### config.mk
export PLATFORM = sky130hd
export DESIGN_NAME = timer_modes_wide_access
export DESIGN_NICKNAME = d
export VERILOG_FILES = /design/src/rtl/timer_pkg.sv /design/src/rtl/timer_mode_decode.sv /design/src/rtl/timer_flag_bit.sv /design/src/rtl/timer_modes_wide_access.sv
export SDC_FILE = /design/constraint.sdc
export NUM_CORES = 1
export LEC_CHECK = 0
export BUFFER_PORTS_ARGS = -buffer_cell sky130_fd_sc_hd__buf_4
export CAP_MARGIN = 20
export CORE_MARGIN = 2
export CORE_UTILIZATION = 57
export DETAILED_ROUTE_END_ITERATION = 6
export MAX_ROUTING_LAYER = met4
export PLACE_DENSITY = 0.91
export RECOVER_POWER = 50
export SLEW_MARGIN = 15
export SYNTH_ARGS = -nofsm -noshare
export SYNTH_HDL_FRONTEND = slang
export SYNTH_SLANG_ARGS = --single-unit
### constraint.sdc
create_clock -name clk -period 2.8 [get_ports clk]
set_clock_uncertainty 0.1 [all_clocks]
set_input_delay 0.42 -clock clk [delete_from_list [all_inputs] [get_ports clk]]
set_output_delay 0.42 -clock clk [all_outputs]
set_load 0.01 [all_outputs]
### src/rtl/timer_pkg.sv
// Package for the 8/16-bit timer/counter: register offsets, fields, modes.
// Assumes a 32-bit APB master; each register is one aligned word.
package timer_pkg;
    localparam logic [7:0] OFF_CTRL     = 8'h00;
    localparam logic [7:0] OFF_CNT_LOW  = 8'h04;
    localparam logic [7:0] OFF_CNT_HIGH = 8'h08;
    localparam logic [7:0] OFF_CMP_A    = 8'h0C;
    localparam logic [7:0] OFF_CMP_B    = 8'h10;
    localparam logic [7:0] OFF_FLAGS    = 8'h14;
    localparam logic [7:0] OFF_CAPTURE  = 8'h18;

    localparam int CTRL_WIDTH_BIT   = 7;
    localparam int CTRL_CAPTURE_BIT = 6;
    localparam int CTRL_CLEAR_BIT   = 3;
    localparam int CTRL_CS_LSB      = 0;
    localparam int CS_WIDTH         = 3;

    localparam int FLAG_OVF_BIT  = 0;
    localparam int FLAG_CMPA_BIT = 1;
    localparam int FLAG_CMPB_BIT = 2;
    localparam int FLAG_CAP_BIT  = 3;

    localparam logic [7:0]  BYTE_ZERO = 8'h00;
    localparam logic [7:0]  BYTE_MAX  = 8'hFF;
    localparam logic [15:0] WORD_ZERO = 16'h0000;
    localparam logic [15:0] WORD_ONE  = 16'h0001;
    localparam logic [15:0] WORD_MAX  = 16'hFFFF;
    localparam logic [31:0] BUS_ZERO  = 32'h0000_0000;
    localparam logic [2:0]  CS_STOP   = 3'h0;

    typedef enum logic [2:0] {
        MODE_NORMAL8  = 3'b000,
        MODE_CLEAR8   = 3'b001,
        MODE_NORMAL16 = 3'b011,
        MODE_CAPT8    = 3'b010,
        MODE_CAPT16   = 3'b110
    } timer_mode_e;

    typedef struct packed {
        logic       width_select;
        logic       capture_mode_enable;
        logic       clear_on_match_select;
        logic [2:0] clock_select_field;
    } timer_ctrl_s;

    typedef struct packed {
        logic overflow_flag;
        logic compare_flag_a;
        logic compare_flag_b;
        logic capture_flag;
    } timer_flags_s;
endpackage : timer_pkg

### src/rtl/timer_mode_decode.sv
// Decodes the three control bits into one of the five counting modes.
// Assumes a registered control word as input.
`timescale 1ns/1ps
module timer_mode_decode (
    input  wire timer_pkg::timer_ctrl_s ctrl,
    output timer_pkg::timer_mode_e      mode
);
    always_comb begin
        // Clear-on-match only counts when neither width nor capture is set
        if (ctrl.capture_mode_enable) begin
            mode = ctrl.width_select ? timer_pkg::MODE_CAPT16 : timer_pkg::MODE_CAPT8;
        end else if (ctrl.width_select) begin
            mode = timer_pkg::MODE_NORMAL16;
        end else if (ctrl.clear_on_match_select) begin
            mode = timer_pkg::MODE_CLEAR8;
        end else begin
            mode = timer_pkg::MODE_NORMAL8;
        end
    end
endmodule : timer_mode_decode

### src/rtl/timer_flag_bit.sv
// One sticky flag: hardware set beats software clear in the same cycle.
// Assumes synchronous active-low reset.
`timescale 1ns/1ps
module timer_flag_bit (
    input  wire logic clk,
    input  wire logic rst_b,
    input  wire logic set_evt,
    input  wire logic clr_evt,
    output logic      flag
);
    logic flag_reg;
    logic flag_next;

    always_comb begin
        flag_next = flag_reg;
        if (clr_evt) begin
            flag_next = 1'b0;
        end
        if (set_evt) begin
            flag_next = 1'b1;
        end
    end

    always_ff @(posedge clk) begin
        if (!rst_b) begin
            flag_reg <= 1'b0;
        end else begin
            flag_reg <= flag_next;
        end
    end

    assign flag = flag_reg;
endmodule : timer_flag_bit

### src/rtl/timer_modes_wide_access.sv
// 8/16-bit timer/counter with five modes and a shared high-byte latch.
// Assumes an APB master on clk; tick is a one-cycle enable from a prescaler.
`timescale 1ns/1ps
module timer_modes_wide_access (
    input  wire logic        clk,
    input  wire logic        rst_b,
    input  wire logic        psel,
    input  wire logic        penable,
    input  wire logic        pwrite,
    input  wire logic [7:0]  paddr,
    input  wire logic [31:0] pwdata,
    output logic [31:0]      prdata,
    output logic             pready,
    output logic             pslverr,
    input  wire logic        timer_tick,
    input  wire logic        capture_event,
    input  wire logic        overflow_serviced,
    input  wire logic        compare_a_serviced,
    input  wire logic        compare_b_serviced,
    input  wire logic        capture_serviced,
    output logic             overflow_flag,
    output logic             compare_flag_a,
    output logic             compare_flag_b,
    output logic             capture_flag
);
    timer_pkg::timer_ctrl_s  ctrl_reg;
    timer_pkg::timer_ctrl_s  ctrl_next;
    logic [15:0]             count_reg;
    logic [15:0]             count_next;
    logic [7:0]              cmp_a_reg;
    logic [7:0]              cmp_a_next;
    logic [7:0]              cmp_b_reg;
    logic [7:0]              cmp_b_next;
    logic [7:0]              latch_reg;
    logic [7:0]              latch_next;
    logic                    block_reg;
    logic                    block_next;
    logic                    pend_a_reg;
    logic                    pend_a_next;
    logic                    pend_b_reg;
    logic                    pend_b_next;
    logic [31:0]             rdata_reg;
    logic [31:0]             rdata_next;
    logic                    err_reg;
    logic                    err_next;
    timer_pkg::timer_mode_e  mode;
    timer_pkg::timer_flags_s set_f;
    timer_pkg::timer_flags_s clr_f;
    timer_pkg::timer_flags_s flags;

    logic wr;
    logic rd;
    logic wide;
    logic capt;
    logic adv;
    logic wr_cnt;
    logic match_a;
    logic match_b;
    logic wrap;
    logic [15:0] cmp_word;
    logic [15:0] count_inc;

    assign wr   = psel && penable && pwrite;
    assign rd   = psel && penable && !pwrite;
    assign wide = (mode == timer_pkg::MODE_NORMAL16) || (mode == timer_pkg::MODE_CAPT16);
    assign capt = (mode == timer_pkg::MODE_CAPT8) || (mode == timer_pkg::MODE_CAPT16);
    // Tick only enables; nothing runs on a derived clock
    assign adv  = timer_tick && (ctrl_reg.clock_select_field != timer_pkg::CS_STOP);
    assign wr_cnt = wr && ((paddr == timer_pkg::OFF_CNT_LOW) || (paddr == timer_pkg::OFF_CNT_HIGH && !wide));
    assign cmp_word = {cmp_b_reg, cmp_a_reg};
    assign count_inc = count_reg + timer_pkg::WORD_ONE;

    // Compare units are idle while their register holds a capture value
    assign match_a = wide ? (!capt && count_reg == cmp_word)
                          : (!capt && count_reg[7:0] == cmp_a_reg);
    assign match_b = !wide && count_reg[7:0] == cmp_b_reg;
    assign wrap = wide ? (count_reg == timer_pkg::WORD_MAX)
                       : (count_reg[7:0] == timer_pkg::BYTE_MAX);

    timer_mode_decode u_decode (
        .ctrl (ctrl_reg),
        .mode (mode)
    );

    always_comb begin
        ctrl_next   = ctrl_reg;
        count_next  = count_reg;
        cmp_a_next  = cmp_a_reg;
        cmp_b_next  = cmp_b_reg;
        latch_next  = latch_reg;
        block_next  = block_reg;
        pend_a_next = pend_a_reg;
        pend_b_next = pend_b_reg;
        set_f       = '0;
        clr_f       = '0;

        if (adv) begin
            // Matches seen last tick set flags now, unless a counter write blocked them
            set_f.compare_flag_a = pend_a_reg;
            set_f.compare_flag_b = pend_b_reg;
            pend_a_next = match_a && !block_reg;
            pend_b_next = match_b && !block_reg;
            block_next  = 1'b0;
            // A top of 0xFF in clear-on-match still counts as max to zero
            if (wrap) begin
                set_f.overflow_flag = 1'b1;
            end
            if (mode == timer_pkg::MODE_CLEAR8 && match_a) begin
                count_next = timer_pkg::WORD_ZERO;
            end else if (wrap) begin
                count_next = timer_pkg::WORD_ZERO;
            end else if (wide) begin
                count_next = count_inc;
            end else begin
                count_next = {timer_pkg::BYTE_ZERO, count_inc[7:0]};
            end
        end

        if (capture_event && capt) begin
            cmp_a_next = count_reg[7:0];
            if (wide) begin
                cmp_b_next = count_reg[15:8];
            end
            set_f.capture_flag = 1'b1;
        end

        if (wr) begin
            case (paddr)
                timer_pkg::OFF_CTRL: begin
                    ctrl_next = {pwdata[timer_pkg::CTRL_WIDTH_BIT], pwdata[timer_pkg::CTRL_CAPTURE_BIT],
                         pwdata[timer_pkg::CTRL_CLEAR_BIT],
                         pwdata[timer_pkg::CTRL_CS_LSB +: timer_pkg::CS_WIDTH]};
                end
                timer_pkg::OFF_CNT_HIGH: begin
                    if (wide) begin
                        latch_next = pwdata[7:0];
                    end else begin
                        count_next = {pwdata[7:0], count_reg[7:0]};
                    end
                end
                timer_pkg::OFF_CNT_LOW: begin
                    // CPU write wins over count and clear
                    count_next = wide ? {latch_reg, pwdata[7:0]}
                                      : {count_reg[15:8], pwdata[7:0]};
                end
                timer_pkg::OFF_CMP_A: begin
                    cmp_a_next = pwdata[7:0];
                    if (wide) begin
                        cmp_b_next = latch_reg;
                    end
                end
                timer_pkg::OFF_CMP_B: begin
                    if (wide) begin
                        latch_next = pwdata[7:0];
                    end else begin
                        cmp_b_next = pwdata[7:0];
                    end
                end
                timer_pkg::OFF_FLAGS: begin
                    // Write one to clear
                    clr_f.overflow_flag  = pwdata[timer_pkg::FLAG_OVF_BIT];
                    clr_f.compare_flag_a = pwdata[timer_pkg::FLAG_CMPA_BIT];
                    clr_f.compare_flag_b = pwdata[timer_pkg::FLAG_CMPB_BIT];
                    clr_f.capture_flag   = pwdata[timer_pkg::FLAG_CAP_BIT];
                end
                default: begin
                end
            endcase
        end
        if (wr_cnt) begin
            block_next = 1'b1;
        end

        if (rd && wide) begin
            if (paddr == timer_pkg::OFF_CNT_LOW) begin
                latch_next = count_reg[15:8];
            end else if (paddr == timer_pkg::OFF_CMP_A && capt) begin
                latch_next = cmp_b_reg;
            end
        end

        clr_f.overflow_flag  = clr_f.overflow_flag || overflow_serviced;
        clr_f.compare_flag_a = clr_f.compare_flag_a || compare_a_serviced;
        clr_f.compare_flag_b = clr_f.compare_flag_b || compare_b_serviced;
        clr_f.capture_flag   = clr_f.capture_flag || capture_serviced;
    end

    always_comb begin
        rdata_next = timer_pkg::BUS_ZERO;
        err_next   = 1'b0;
        case (paddr)
            timer_pkg::OFF_CTRL: begin
                rdata_next[timer_pkg::CTRL_WIDTH_BIT]   = ctrl_reg.width_select;
                rdata_next[timer_pkg::CTRL_CAPTURE_BIT] = ctrl_reg.capture_mode_enable;
                rdata_next[timer_pkg::CTRL_CLEAR_BIT]   = ctrl_reg.clear_on_match_select;
                rdata_next[timer_pkg::CTRL_CS_LSB +: timer_pkg::CS_WIDTH] = ctrl_reg.clock_select_field;
            end
            timer_pkg::OFF_CNT_LOW: rdata_next[7:0] = count_reg[7:0];
            timer_pkg::OFF_CNT_HIGH: rdata_next[7:0] = wide ? latch_reg : count_reg[15:8];
            timer_pkg::OFF_CMP_A: rdata_next[7:0] = cmp_a_reg;
            // Compare high byte reads direct, capture high byte through the latch
            timer_pkg::OFF_CMP_B: rdata_next[7:0] = (wide && capt) ? latch_reg : cmp_b_reg;
            timer_pkg::OFF_FLAGS: begin
                rdata_next[timer_pkg::FLAG_OVF_BIT]  = flags.overflow_flag;
                rdata_next[timer_pkg::FLAG_CMPA_BIT] = flags.compare_flag_a;
                rdata_next[timer_pkg::FLAG_CMPB_BIT] = flags.compare_flag_b;
                rdata_next[timer_pkg::FLAG_CAP_BIT]  = flags.capture_flag;
            end
            timer_pkg::OFF_CAPTURE: rdata_next[15:0] = wide ? cmp_word : {timer_pkg::BYTE_ZERO, cmp_a_reg};
            default: err_next = 1'b1;
        endcase
    end

    always_ff @(posedge clk) begin
        if (!rst_b) begin
            ctrl_reg   <= '0;
            count_reg  <= timer_pkg::WORD_ZERO;
            cmp_a_reg  <= timer_pkg::BYTE_ZERO;
            cmp_b_reg  <= timer_pkg::BYTE_ZERO;
            latch_reg  <= timer_pkg::BYTE_ZERO;
            block_reg  <= 1'b0;
            pend_a_reg <= 1'b0;
            pend_b_reg <= 1'b0;
            rdata_reg  <= timer_pkg::BUS_ZERO;
            err_reg    <= 1'b0;
        end else begin
            ctrl_reg   <= ctrl_next;
            count_reg  <= count_next;
            cmp_a_reg  <= cmp_a_next;
            cmp_b_reg  <= cmp_b_next;
            latch_reg  <= latch_next;
            block_reg  <= block_next;
            pend_a_reg <= pend_a_next;
            pend_b_reg <= pend_b_next;
            rdata_reg  <= (psel && !penable) ? rdata_next : rdata_reg;
            err_reg    <= (psel && !penable) ? err_next : err_reg;
        end
    end

    timer_flag_bit u_ovf  (.clk(clk), .rst_b(rst_b), .set_evt(set_f.overflow_flag),
                           .clr_evt(clr_f.overflow_flag), .flag(flags.overflow_flag));
    timer_flag_bit u_cmpa (.clk(clk), .rst_b(rst_b), .set_evt(set_f.compare_flag_a),
                           .clr_evt(clr_f.compare_flag_a), .flag(flags.compare_flag_a));
    timer_flag_bit u_cmpb (.clk(clk), .rst_b(rst_b), .set_evt(set_f.compare_flag_b),
                           .clr_evt(clr_f.compare_flag_b), .flag(flags.compare_flag_b));
    timer_flag_bit u_cap  (.clk(clk), .rst_b(rst_b), .set_evt(set_f.capture_flag),
                           .clr_evt(clr_f.capture_flag), .flag(flags.capture_flag));

    // Read data sampled in setup so latch updates do not race the answer
    assign prdata         = rdata_reg;
    assign pready         = 1'b1;
    assign pslverr        = psel && penable && err_reg;
    assign overflow_flag  = flags.overflow_flag;
    assign compare_flag_a = flags.compare_flag_a;
    assign compare_flag_b = flags.compare_flag_b;
    assign capture_flag   = flags.capture_flag;
endmodule : timer_modes_wide_access

[Word level (Yosys, flattened, before mapping)]
Cells that the tools add are included.
Operators by class
  bitwise logic cells: 0
  mux-type cells: 52
  reductions and logical operators: 40
  add/sub/neg operators: 1
  shift-type cells: 0
  magnitude comparators: 0
  equal/unequal tests: 17
  div/mod/pow operators: 0
  multipliers: 0
Operators with widths (number)
  8-bit two-way mux: 17
  16-bit two-way mux: 8
  16-bit case mux with 2 select lines: 1
  4-bit case mux with 7 select lines: 1
  8-bit by 5-bit == test with 1-bit output (second input constant): 3
  1-bit logical AND: 18
  16-bit by 1-bit adder with 16-bit output (second input constant): 1
  16-bit == test: 1
  16-bit == test (second input constant): 1
  8-bit by 4-bit == test with 1-bit output (second input constant): 2
  8-bit == test: 2
  1-bit two-way mux: 16
  8-bit case mux with 2 select lines: 1
  3-bit two-way mux: 4
  2-bit case mux with 6 select lines: 1
  2-bit case mux with 5 select lines: 1
  2-bit nonzero test: 5
  8-bit by 3-bit == test with 1-bit output (second input constant): 1
  8-bit == test (second input constant): 1
  8-bit zero test: 1
  4-bit two-way mux: 2
  1-bit logical OR: 7
  7-bit OR reduction: 1
  3-bit by 2-bit == test with 1-bit output (second input constant): 2
  other kinds (7): 12
Storage, ports and cells
  output and inout bits: 38
  RAM bits: 0
  memories kept: 0
  bits in read-only memories: 0
  bits in latches: 0
  register bits: 70

[Longest topological paths before layout]
  word-level depth: 14
  depth in mapped cells: 8
  mapped depth without buffers: 7

[By module]
Synthesis repeated with hierarchy kept, for this count alone.
Unflattened totals
  cells, all modules: 605
  area total of the unflattened synthesis: 4916.0 sq um
By module, submodules not included
  timer_modes_wide_access: cells each 590, area an instance 4727.0 sq um, instances 1
  timer_flag_bit: cells each 3, area an instance 41.3 sq um, instances 4
  timer_mode_decode: cells each 3, area an instance 23.8 sq um, instances 1

[Worst setup path after synthesis]
OpenSTA, ideal clock, no wires.
  path type: input to register
  from: input port paddr[4]
  to: register count_reg[15]
  path slack: 0.569 ns
  data required time: 2.621 ns
  stages on the path: 8
  arrival: 2.051 ns
  path buffers: 2
  path through: buf_6 -> or4_1 -> buf_4 -> nor3_4 -> nand2_2 -> a211oi_2 -> o21ai_1 -> a211oi_2
Between the ends
  longest elaborated chain between the ends: 3
  elaborated cells on any way between the ends: 5
  classes of those cells: eq/ne: 3; mux: 2
RTL lines
  start: declaration: line timer_modes_wide_access.sv:10  | input wire logic [7:0] paddr,
  8-bit by 3-bit == test with 1-bit output or 8-bit by 4-bit == test with 1-bit output (tied branches): line timer_modes_wide_access.sv:128  | case (paddr)
  16-bit case mux with 2 select lines: line timer_modes_wide_access.sv:128
  16-bit two-way mux: line timer_modes_wide_access.sv:127  | if (wr) begin
  end signal: assignment: line timer_modes_wide_access.sv:217  | count_reg <= timer_pkg::WORD_ZERO;
  end signal: assignment: line timer_modes_wide_access.sv:228  | count_reg <= count_next;
  end: declaration: line timer_modes_wide_access.sv:28  | logic [15:0] count_reg;
Several ways; a longest one is shown, not always the timed one.
A chain may end at the register's enable or synchronous reset.

[Worst setup path in the final report]
  from: input port paddr[4]
  to: register cmp_b_reg[3]
Between the ends
  longest elaborated chain between the ends: 3
  elaborated cells on any way between the ends: 4
  classes of those cells: eq/ne: 2; mux: 2
RTL lines
  8-bit by 5-bit == test with 1-bit output or 8-bit by 4-bit == test with 1-bit output (tied branches): line timer_modes_wide_access.sv:128
  8-bit case mux with 2 select lines *: line timer_modes_wide_access.sv:128
  8-bit two-way mux *: line timer_modes_wide_access.sv:127
  end signal: assignment: line timer_modes_wide_access.sv:219  | cmp_b_reg <= timer_pkg::BYTE_ZERO;
  end signal: assignment: line timer_modes_wide_access.sv:230  | cmp_b_reg <= cmp_b_next;
  end: declaration: line timer_modes_wide_access.sv:32  | logic [7:0] cmp_b_reg;
Mark *: on every way between the ends. The rest lies on a longest branch, timed or not.

==> flow_metrics.env <==
export IMPL_use_met1=0.5227
export IMPL_wire_per_inst_um=22.83
export IMPL_cp_required_ps=2970
export IMPL_hold_viol=0
export IMPL_synth_edff_count=0
export IMPL_wl_um=18560
export IMPL_layout_commonest_cell="nand2_1"
export IMPL_grt_overflow=0
export IMPL_cp_cell_sequence="buf_4 > or4_1 > clkbuf_1 > nor2_1 > nand4_4 > o21ai_2 > nor2_1 > o31a_1"
export IMPL_setup_ws_ps=170.5
export IMPL_fin_crit_sh=0.9391
export IMPL_via_count=5621
export IMPL_relSlewSlack=0.4730
export IMPL_path_class="in -> reg"
export IMPL_via_per_inst=6.914
export IMPL_synth_seq_cells=70
export IMPL_seqPwrFrac=0.500
export IMPL_final_cell_mix="nand2_1 (73), dfxtp_1 (69), nor2_1 (59)"
export IMPL_hold_class="in -> reg"
export IMPL_status="finished clean"
export IMPL_crit_top_cell="nor2_1"
export IMPL_antenna_found_initial=0
export IMPL_async_reset_ff_frac=0
export IMPL_dieArea_sq_um=9610
export IMPL_fmax_ghz=0.3803
export IMPL_io_pins=89
export IMPL_grt_max_degree=34
export IMPL_clk_latency_ps=380
export IMPL_synth_xor_area_frac=0.05040
export IMPL_cts_repair_resized=0
export IMPL_clockBufferDepth=2
export IMPL_cts_tree="yes"
export IMPL_nNetsFinal=752
export IMPL_ant_nets=0
export IMPL_internal_power_mw=1.397
export IMPL_dp_hpwl_um=12940
export IMPL_port_buffers=47
export IMPL_cpPeakStageDelay_ps=630
export IMPL_drv_cap=0
export IMPL_maxSlewViolCount=0
export IMPL_met3_usage=0.06657
export IMPL_synth_top_family_by_area="compound AO/OA/AOI/OAI gates"
export IMPL_path_clk_slew_ps=100
export IMPL_area_delta_synth_final_pct=9.757
export IMPL_synth_adder_area_share=0.002483
export IMPL_critPathLaunchType="input pin"
export IMPL_post_cts_buffers=0
export IMPL_floorplan_initialDensity=0.5836
export IMPL_finalSetupTns_ps=0
export IMPL_first_pass_iters=5
export IMPL_first_global_vias=5266
export IMPL_chipHeight_um=98.03
export IMPL_use_met2=0.5890
export IMPL_yosysTopAreaCell="dfxtp_1"
export IMPL_grt_setup_unrepaired="false"
export IMPL_yosys_warnings=0
export IMPL_first_iter_violations=773
export IMPL_cts_sinks=70
export IMPL_path_max_fanout=9
export IMPL_synth_avg_cell_area_sq_um=7.511
export IMPL_syn_area_sq_um=5040
export IMPL_p_clk_frac=0.410
export IMPL_tightest_slew_ps=786.2
export IMPL_cp_arrival_ps=2800
export IMPL_cp_end_kind="flip-flop"
export IMPL_peakVddDrop_uv=218.3
export IMPL_cpLargestDelayFamily="simple AND/OR/NAND/NOR gates"
export IMPL_synth_simple_area_share=0.2604
export IMPL_ctsHoldBuffers=0
export IMPL_h_tree_depth=3
export IMPL_rows=34
export IMPL_synth_area_leaders="dfxtp_1 (28%), nand2_1 (5.4%), a21oi_1 (5.2%)"
export IMPL_comb_power_share=0.090
export IMPL_synthFlopType="dfxtp_1"
export IMPL_p_sw_uw=614.6
export IMPL_yosysTopAreaCellShare=0.2781
export IMPL_path_buf_inv=2
export IMPL_route_detailed_drc=0
export IMPL_cts_buffers=9
export IMPL_synth_compound_area_share=0.2699
export IMPL_core_area_sq_um=8636
export IMPL_cts_root_buf="clkbuf_8"
export IMPL_synth_cell_types=73
export IMPL_synthCells=671
export IMPL_cpMaxStageDelayCell="nor2_1"
export IMPL_gp_congestion=1.079
export IMPL_drive_gt1_frac=0.1333
export IMPL_period_needed_ps=2630
export IMPL_power_density_nw_per_um2=363.7
export IMPL_yosysSeqAreaShare=0.2781
export IMPL_muxShareOfSynthArea=0.05238
export IMPL_antenna_cells=0
export IMPL_track_usage=0.3976
export IMPL_grt_first_pass_wirelength_um=29040
export IMPL_p_leak_nw=2.065
export IMPL_post_place_ws_ps=330.8
export IMPL_dieWidth_um=98.03
export IMPL_finalSetupViolCount=0
export IMPL_grt_busiest_layer="met2"
export IMPL_swShare=0.3055
-- area by class of cell --
cell class | count | area (sq um)
inverter | 9 | 33.78
clock inverter | 7 | 61.31
tap | 108 | 135.1
sequential | 70 | 1403
clock buffer | 9 | 123.9
fill | 775 | 3104
timing repair buffer | 83 | 534.3
multi-input combinational | 527 | 3241
-- cells by family (layout without fill, tap and decap cells) --
| group | Yosys count | in the layout |
|---|---|---|
| mux | 26 | 26 |
| xor+xnor | 29 | 29 |
| buf+inv | 89 | 108 |
| compound gates | 205 | 205 |
| fa+ha+maj | 1 | 1 |
| simple gates | 249 | 249 |
| other cells | 2 | 17 |
| flops | 70 | 70 |
-- worst paths after layout --
check	start	endpoint	slack, ps	cells past startpoint
worst min register to register	pend_a_reg	pend_a_reg	390	2
worst max-delay path	paddr[4]	cmp_b_reg[3]	170	8
worst max register to register	count_reg[3]	count_reg[3]	340	6
worst min-delay path	capture_serviced	u_cap.flag	200	3
-- power by group through the flow --
stage | Sequential, mW | Clock (mW) | Combinational, mW
after floorplan | 1.03 | 0 | 0.107
after global placement | 1.03 | 0 | 0.179
after detailed placement | 1.03 | 0 | 0.183
after CTS | 1.01 | 0.821 | 0.183
after global routing | 1.01 | 0.858 | 0.189
final | 1.01 | 0.825 | 0.181
-- stage by stage --
stage / utilization / total power, mW / cell area (sq um) / instances / hold WS [ps]
final: 0.6405 / 2.012 / 5532 / 813 / 200.0
after global routing: 0.6405 / 2.055 / 5532 / 813 / 232.4
after CTS: 0.6560 / 2.011 / 5665 / 813 / 199.3
after detailed placement: 0.6346 / 1.213 / 5480 / 797 / 370.2
after global placement: 0.6346 / 1.209 / 5480 / 797 / 349.2
after floorplan: - / 1.139 / 5096 / 686 / 336.7
-- routing by layer --
metal  part of all wire  wire length (um)  up-vias
li1                   -                 -     2485
met1               0.38              7134     2602
met2               0.43              8068      438
met3               0.12              2282       96
met4              0.058              1072        0
met5                  0                 0        -
-- Yosys cell counts, drive strengths merged, types with 4 or more instances --
| cell | count |
|---|---|
| nand2 | 74 |
| nor4 | 9 |
| o31a | 4 |
| nor3 | 14 |
| buf | 36 |
| a221oi | 5 |
| o21a | 5 |
| nand4 | 11 |
| a31oi | 11 |
| dfxtp | 70 |
| o21ai | 37 |
| clkbuf | 44 |
| inv | 9 |
| o22ai | 13 |
| a21oi | 53 |
| a211oi | 20 |
| nor2 | 59 |
| nand3 | 32 |
| nor2b | 10 |
| a22oi | 17 |
| a311oi | 14 |
| nand2b | 9 |
| xor2 | 14 |
| xnor2 | 15 |
| and4 | 4 |
| and3 | 11 |
| mux2i | 23 |
-- worst reg2reg max path, stage by stage, from the launching register on --
cell and delay [ps]:
dfxtp_1 630, xor2_1 140, or3_1 310, nor4_1 370
o22ai_2 260, a2111oi_0 450, nor2_1 90
Power figures use the tool's default switching activity.
